==> src/logic/debug_entry_pkg.sv <==
// Shared types and constants for the debug request entry block
package debug_entry_pkg;

	// ****************************************
	// Bus transfer encodings
	// ****************************************
	localparam logic [1:0] TRANS_IDLE   = 2'h0;
	localparam logic [1:0] TRANS_BUSY   = 2'h1;
	localparam logic [1:0] TRANS_NONSEQ = 2'h2;
	localparam logic [1:0] TRANS_SEQ    = 2'h3;

	// ****************************************
	// Core state
	// ****************************************
	typedef enum logic [1:0] {
		ST_RUN,
		ST_DRAIN,
		ST_DEBUG
	} entry_state_e;

	// Execution status reported by the core pipeline
	typedef struct packed {
		logic       instr_done;   // Current instruction completes this cycle
		logic       cp_busy_wait; // Current instruction is busy-waiting on a coprocessor
		logic [1:0] trans;        // Transfer type the core wants to issue
		logic       abort;        // Abort response from the bus
		logic       irq;          // Normal interrupt request
		logic       fiq;          // Fast interrupt request
	} core_status_s;

	// Filtered controls handed back to the core
	typedef struct packed {
		logic [1:0] htrans;       // Transfer type put on the bus
		logic       abort;        // Abort passed to the core
		logic       irq;          // Interrupt passed to the core
		logic       fiq;          // Fast interrupt passed to the core
		logic       cp_abandon;   // Abandon busy-waiting coprocessor access
		logic       prefetch_abt; // Breakpoint turned into prefetch abort
		logic       data_abt;     // Watchpoint turned into data abort
	} core_ctrl_s;

	// Debug requests and events
	typedef struct packed {
		logic ext_req;    // External debug request pin
		logic unit_req;   // Request from on-chip breakpoint unit
		logic breakpoint; // Breakpointed instruction reached execute
		logic watchpoint; // Watchpointed data access
	} debug_events_s;

endpackage

==> src/logic/debug_event_latch.sv <==
// Pending flag for debug requests, set wins over clear
`timescale 1ns/1ns
module debug_event_latch
	import debug_entry_pkg::*;
(
	input  wire logic clock,   // System bus clock
	input  wire logic rst,     // Asynchronous reset, active high
	input  wire logic set_in,  // Request seen
	input  wire logic clr_in,  // Request consumed
	output logic      pend     // Request pending
);

	typedef struct packed {
		logic pend;
	} latch_state_s;

	latch_state_s state_q;
	latch_state_s state_d;

	always_comb begin
		state_d = state_q;
		if (clr_in) begin
			state_d.pend = 1'b0;
		end
		if (set_in) begin
			state_d.pend = 1'b1;
		end
	end

	always_ff @(posedge clock or posedge rst) begin
		if (rst) begin
			state_q <= '0;
		end else begin
			state_q <= state_d;
		end
	end

	assign pend = state_q.pend;

endmodule

==> src/logic/debug_request_entry.sv <==
// Debug state entry logic: request handling, acknowledge and bus isolation
`timescale 1ns/1ns

module debug_request_entry
	import debug_entry_pkg::*;
(
	input  wire logic          clock,                   // System bus clock, 20 MHz
	input  wire logic          rst,                     // Asynchronous reset, active high
	input  wire logic          monitor_mode,            // 1 monitor mode, 0 halt mode
	input  wire logic          external_debug_request,  // External debug request pin
	input  wire logic          unit_debug_request,      // Request from breakpoint unit
	input  wire logic          breakpoint_hit,          // Breakpointed instruction at execute
	input  wire logic          watchpoint_hit,          // Watchpointed data access
	input  wire logic          debug_resume,            // Debugger restarts the core
	input  wire core_status_s  core_status,             // Pipeline status from the core
	output logic               debug_entry_acknowledge, // High while in debug state
	output core_ctrl_s         core_ctrl                // Filtered controls to core and bus
);

	// ****************************************
	// State
	// ****************************************
	typedef struct packed {
		entry_state_e state;
		logic         ack;
		core_ctrl_s   ctrl;
	} entry_regs_s;

	entry_regs_s   regs_q;
	entry_regs_s   regs_d;
	debug_events_s ev;
	logic          req_pend;
	logic          req_seen;
	logic          enter_now;
	logic          in_debug_next;

	assign ev.ext_req    = external_debug_request;
	assign ev.unit_req   = unit_debug_request;
	assign ev.breakpoint = breakpoint_hit;
	assign ev.watchpoint = watchpoint_hit;

	// Requests only count in halt mode and outside debug state
	assign req_seen = !monitor_mode && (regs_q.state != ST_DEBUG) &&
		(ev.ext_req || ev.unit_req || ev.breakpoint || ev.watchpoint);

	// ****************************************
	// Pending request memory
	// ****************************************
	debug_event_latch u_pend (
		.clock  (clock),
		.rst    (rst),
		.set_in (req_seen && !enter_now), // Request taken this cycle is not kept for later
		.clr_in (enter_now),
		.pend   (req_pend)
	);

	// ****************************************
	// Next state
	// ****************************************
	always_comb begin
		regs_d    = regs_q;
		enter_now = 1'b0;
		regs_d.ctrl.cp_abandon   = 1'b0;
		regs_d.ctrl.prefetch_abt = 1'b0;
		regs_d.ctrl.data_abt     = 1'b0;
		case (regs_q.state)
			ST_RUN, ST_DRAIN: begin
				if ((req_seen || req_pend) && core_status.cp_busy_wait) begin
					regs_d.ctrl.cp_abandon = 1'b1;
					enter_now = 1'b1;
				end else if ((req_seen || req_pend) && core_status.instr_done) begin
					enter_now = 1'b1;
				end else if (req_seen || req_pend) begin
					regs_d.state = ST_DRAIN;
				end
				if (enter_now) begin
					regs_d.state = ST_DEBUG;
					regs_d.ack   = 1'b1;
				end
				if (monitor_mode) begin
					regs_d.ctrl.prefetch_abt = ev.breakpoint;
					regs_d.ctrl.data_abt     = ev.watchpoint;
				end
			end
			ST_DEBUG: begin
				regs_d.ack = 1'b1;
				if (debug_resume) begin
					regs_d.state = ST_RUN;
					regs_d.ack   = 1'b0;
				end
			end
			default: begin
				regs_d.state = ST_RUN;
				regs_d.ack   = 1'b0;
			end
		endcase

		in_debug_next = (regs_d.state == ST_DEBUG);
		if (in_debug_next) begin
			regs_d.ctrl.htrans = TRANS_IDLE;
			regs_d.ctrl.abort  = 1'b0;
			regs_d.ctrl.irq    = 1'b0;
			regs_d.ctrl.fiq    = 1'b0;
		end else begin
			regs_d.ctrl.htrans = core_status.trans;
			regs_d.ctrl.abort  = core_status.abort;
			regs_d.ctrl.irq    = core_status.irq;
			regs_d.ctrl.fiq    = core_status.fiq;
		end
	end

	// ****************************************
	// Registers
	// ****************************************
	always_ff @(posedge clock or posedge rst) begin
		if (rst) begin
			regs_q.state <= ST_RUN;
			regs_q.ack   <= 1'b0;
			regs_q.ctrl  <= '0;
		end else begin
			regs_q <= regs_d;
		end
	end

	assign debug_entry_acknowledge = regs_q.ack;
	assign core_ctrl               = regs_q.ctrl;

endmodule

==> config.mk <==
export PLATFORM = sky130hd
export DESIGN_NAME = debug_request_entry
export DESIGN_NICKNAME = d
export VERILOG_FILES = /design/src/logic/debug_entry_pkg.sv /design/src/logic/debug_event_latch.sv /design/src/logic/debug_request_entry.sv
export SDC_FILE = /design/constraint.sdc
export NUM_CORES = 1
export LEC_CHECK = 0
export ABC_AREA = 1
export BUFFER_PORTS_ARGS = -buffer_cell sky130_fd_sc_hd__buf_2
export CELL_PAD_IN_SITES_DETAIL_PLACEMENT = 1
export CELL_PAD_IN_SITES_GLOBAL_PLACEMENT = 1
export CORE_MARGIN = 5
export CORE_UTILIZATION = 30
export DETAILED_ROUTE_END_ITERATION = 16
export GPL_TIMING_DRIVEN = 0
export HOLD_SLACK_MARGIN = 0.08
export PLACE_DENSITY = 0.81
export SKIP_LAST_GASP = 1
export SYNTH_ARGS = -nofsm -noshare
export SYNTH_HDL_FRONTEND = slang
export SYNTH_SLANG_ARGS = --single-unit
==> constraint.sdc <==
create_clock -name clock -period 1.33 [get_ports clock]
set_input_delay 0.266 -clock clock [delete_from_list [all_inputs] [get_ports clock]]
set_output_delay 0.266 -clock clock [all_outputs]
set_load 0.03 [all_outputs]
### After elaboration in Yosys (flattened, before gate mapping)

Cells that the tools add are included.

* bits in registers: 12
* bits of input ports: 15
* output and inout port bits: 9
* logic and storage cells: 45

* equality and inequality tests: 5
* multiplexer cells: 16
* reductions and logical operators: 14

Operator list (count)
* 3-bit 2-to-1 mux: 3
* 2-bit 2-to-1 mux: 4
* 1-bit 2-to-1 mux: 7
* 3-bit case mux with 2 select lines: 1
* 1-bit logical AND: 5
* 5-bit 2-to-1 mux: 1
* 2-bit equality test (second input constant): 2
* 1-bit logical OR: 4
* 2-bit inequality test (second input constant): 2
* 2-bit by 1-bit equality test with 1-bit output (second input constant): 1
* 1-bit logical NOT: 2
* 2-bit logical NOT: 1
* 2-bit nonzero test: 1
* 2-bit OR reduction: 1

### Logic depth before layout (Yosys ltp)

* word-level depth: 13
* depth in mapped cells: 8

### Hierarchy

From an unflattened synthesis, not the netlist that was laid out.

* cells, all modules: 65
* area total of the unflattened synthesis: 576.8 µm²

Modules (own cells, without submodules)
* debug_request_entry: instances 1, cells an instance 59, area an instance 533.0 µm²
* debug_event_latch: instances 1, cells an instance 6, area an instance 43.8 µm²

### Worst setup path after synthesis

Ideal clock, no wire load.

* path kind: flip-flop to flip-flop
* from: reg regs_q[10] in the netlist's numbering
* to: reg regs_q (netlist bit core_ctrl[3])
* arrival time: 900 ps
* setup slack: 314 ps
* cell stages (with the launch flop): 7
* buffers on the path: 0
* path through: dfrtp_1 -> a21oi_2 -> nand2_2 -> nand2_4 -> nand3_4 -> nand2_4 -> nor2_1

RTL lines
* start, declared: line debug_request_entry.sv:29 `entry_regs_s regs_q;`
* start signal, assigned: line debug_request_entry.sv:121 `regs_q <= regs_d;`

### Worst setup path after layout

* from: reg regs_q (netlist bit core_ctrl[5])
* to: out core_ctrl[5] in the netlist's numbering

RTL lines
* end, declared: line debug_request_entry.sv:17 `output core_ctrl_s core_ctrl`

No word-level cell between the ends.

==> metrics.md <==
| Metric | Value |
|---|---|
| Core region area | `1750 um^2` |
| Post-synth EDFFs | `0` |
| Max Cap Violations | `0` |
| Final Instance Count excl. Fillers | `111` |
| Largest net degree at the start of global routing | `13` |
| Mapped Nets | `73` |
| Initial antenna violation count | `0` |
| Status | `finished clean` |
| Clk pin slew, worst setup/hold paths | `80 ps` |
| CTS buffer count | `3` |
| CP Buf/Inv Count | `2` |
| Launching point of the worst reg2reg path | `regs_q[10]` |
| Hold_ws | `196 ps` |
| Top-area cell type share of the netlist area | `54.3%` |
| Seq. cell area | `300 um^2` |
| Share of layout cells above drive strength 1 | `50.0%` |
| Drt wl/cell | `11.1 um` |
| CTS Buffer Depth | `2` |
| Fill cells | `217` |
| Die ar. | `2800 um^2` |
| Syn Area/Cell | `9.54 um^2` |
| FF-to-FF setup slack | `210 ps` |
| Layout Nets | `102` |
| Design Power | `1530 uW` |
| Antenna diodes | `0` |
| Unrepaired setup endpoints after global routing | `false` |
| Mapped cell area | `553 um^2` |
| H-tree Lvls | `1` |
| Async SR Flop Fraction | `100%` |
| Largest cells by area after synthesis | `dfrtp_1 54%, buf_4 11%, nor2_1 8.1%` |
| Layout Skew | `3.03 ps` |
| Port Buffers | `23` |
| Ys flop type | `dfrtp_1` |
| Seq/Total Area, Yosys | `54.3%` |
| Die extent in x | `52.9 um` |
| Endpoint type of the worst setup path | `output port` |
| Total gr overflow | `0` |
| Power per Cell Area | `2050 nW/um^2` |
| Setup TNS after final layout | `0 ps` |
| Internal power | `906 uW` |
| Worst setup endpoint | `core_ctrl[5]` |
| Achievable Freq | `829 MHz` |
| Netlist cell types | `14` |
| Dpl cells | `106` |
| Fin util | `42.7%` |
| CTS tree | `yes` |
| Post-CTS Resized | `0` |
| Die H | `52.9 um` |
| Largest area contributor in the netlist | `dfrtp_1` |
| Area occupied by multi-input gates | `155 um^2` |
| Delay-heaviest family, CP | `flip-flops` |
| Final period utilization | `90.7%` |
| R2R depth | `6` |
| Detailed placer's ending HPWL | `995 um` |
| Overall routing resource usage | `10.4%` |
| HP Class | `input port to register` |
| Final Hold Fails | `0` |
| Max incr delay on CP | `380 ps` |
| # rows | `15` |
| Leak pwr | `0.000434 uW` |
| Required time of the critical path | `1060 ps` |
| Starting Density | `31.7%` |
| Clock latency on the worst-skew pair | `270 ps` |
| Slowest-stage cell, CP | `dfrtp_1` |
| Routed Antenna Nets | `0` |
| Post-route DRC | `0` |
| Router iterations before antenna repair | `4` |
| Clock share of power | `19.1%` |
| Vias | `442` |
| Normalized max-slew margin | `70.4%` |
| Worst reg2reg endpoint | `core_ctrl[4]` |
| First-pass GRT wire length | `1.99 mm` |
| Psw | `620 uW` |
| # setup viols final | `0` |
| Pins Over Slew Limit | `0` |
| #FFs+latches synth | `12` |
| Leading cell types by count after synthesis | `12 x dfrtp_1, 12 x nor2_1, 9 x inv_1` |
| Final wirelength | `1.24 mm` |
| GPL Wtd Cong | `0.650` |
| Crit path launch | `core_ctrl[5]` |
| Fin crit period | `1210 ps` |
| Vias per cell | `3.98` |
| Maximum vdd ir drop | `0.751 mV` |
| Combinational share of power | `44.8%` |
| DR iter-0 viols | `4` |
| Syn Inst Count | `58` |
| IO Count | `24` |
| Kind of critical path | `register to output port` |
| Crit Path Max Fanout | `1` |
| # hold bufs at CTS | `1` |
| Sequential power share | `36.1%` |
| Vias in the first global route | `449` |
| Synth Warn # | `0` |
| Sink Count | `12` |
| Sw Ratio | `40.6%` |
| Least-Margin Pin Slew | `443 ps` |
| Postcts setup bufs | `0` |
| CP Cell Sequence | `buf_4 -> buf_2` |
| Crit path depth | `2` |
| Arrival @ worst endpoint | `940 ps` |
| Clock root buffer | `clkbuf_4` |
| Worst Setup Start Kind | `register` |
| Area growth syn-to-layout | `34.8%` |
## cell type report
type / count / share of cell area [%]
flip-flops and latches: 12 / 40.3
multi-input cells: 28 / 20.8
repair buffers: 24 / 16.8
plain buffers: 8 / 8.05
inverters: 10 / 5.03
clock buffers: 4 / 4.87
well taps: 25 / 4.19
## layer usage
metal | track usage, % | vias up | wire length, um
met5 | 0 | - | 0
met4 | 6.38 | 0 | 26
met3 | 2.54 | 4 | 43
met2 | 20.0 | 9 | 773
met1 | 9.41 | 209 | 392
li1 | - | 220 | -
## kinds of logic after synthesis
group           count (synthesis)  synth area share [%]
buf+inv                        18                  17.6
compound gates                  2                  2.94
simple gates                   26                  25.1
flops                          12                  54.3
## tightest hold or removal path, stage by stage
cell and delay [ps]:
buf_2 100, inv_1 40, nor2_1 30
## worst min-delay path by stage
stage                   startpoint           end  slack, ps  depth (start not counted)
finish              core_status[0]  core_ctrl[3]        200                          3
global route        core_status[0]  core_ctrl[3]        190                          3
CTS                 core_status[0]  core_ctrl[3]        190                          3
detailed placement             rst    regs_q[10]        290                          2
global placement               rst  core_ctrl[7]        280                          2
floorplan                      rst  core_ctrl[0]        130                          1
## flip-flops by register name (all words and copies together) (netlist names)
signal / count
core_ctrl: 8
debug_entry_acknowledge: 1
regs_q: 2
u_pend.pend: 1
## metrics by stage
stage / worst slack, ps / area (um^2)
2_1_floorplan: 314 / 553
3_3_place_gp: 236 / 699
3_5_place_dp: 198 / 699
4_1_cts: 115 / 746
5_1_grt: 78.0 / 746
6_report: 124 / 746
## layout by cell type, fill, tap and decap left out
cell type and instances:
nor2_1 12, a22oi_1 1, dlygate4sd3_1 1, nand3_4 1, dfrtp_1 12, a21oi_2 1
clkbuf_4 3, nand2_4 2, nand2_1 6, buf_2 23, nand3_1 1, or2_2 1
nand3b_1 1, inv_1 9, nand2_2 2, buf_4 8, clkbuf_8 1, inv_2 1
## power by group through the flow
stage	logic, uW	clock network [uW]	registers, uW
finish	684	291	551
global route	760	321	565
global placement	665	0	550
floorplan	504	0	572
detailed placement	690	0	561
CTS	701	300	553
No activity file was read; power rests on OpenSTA's default activity.
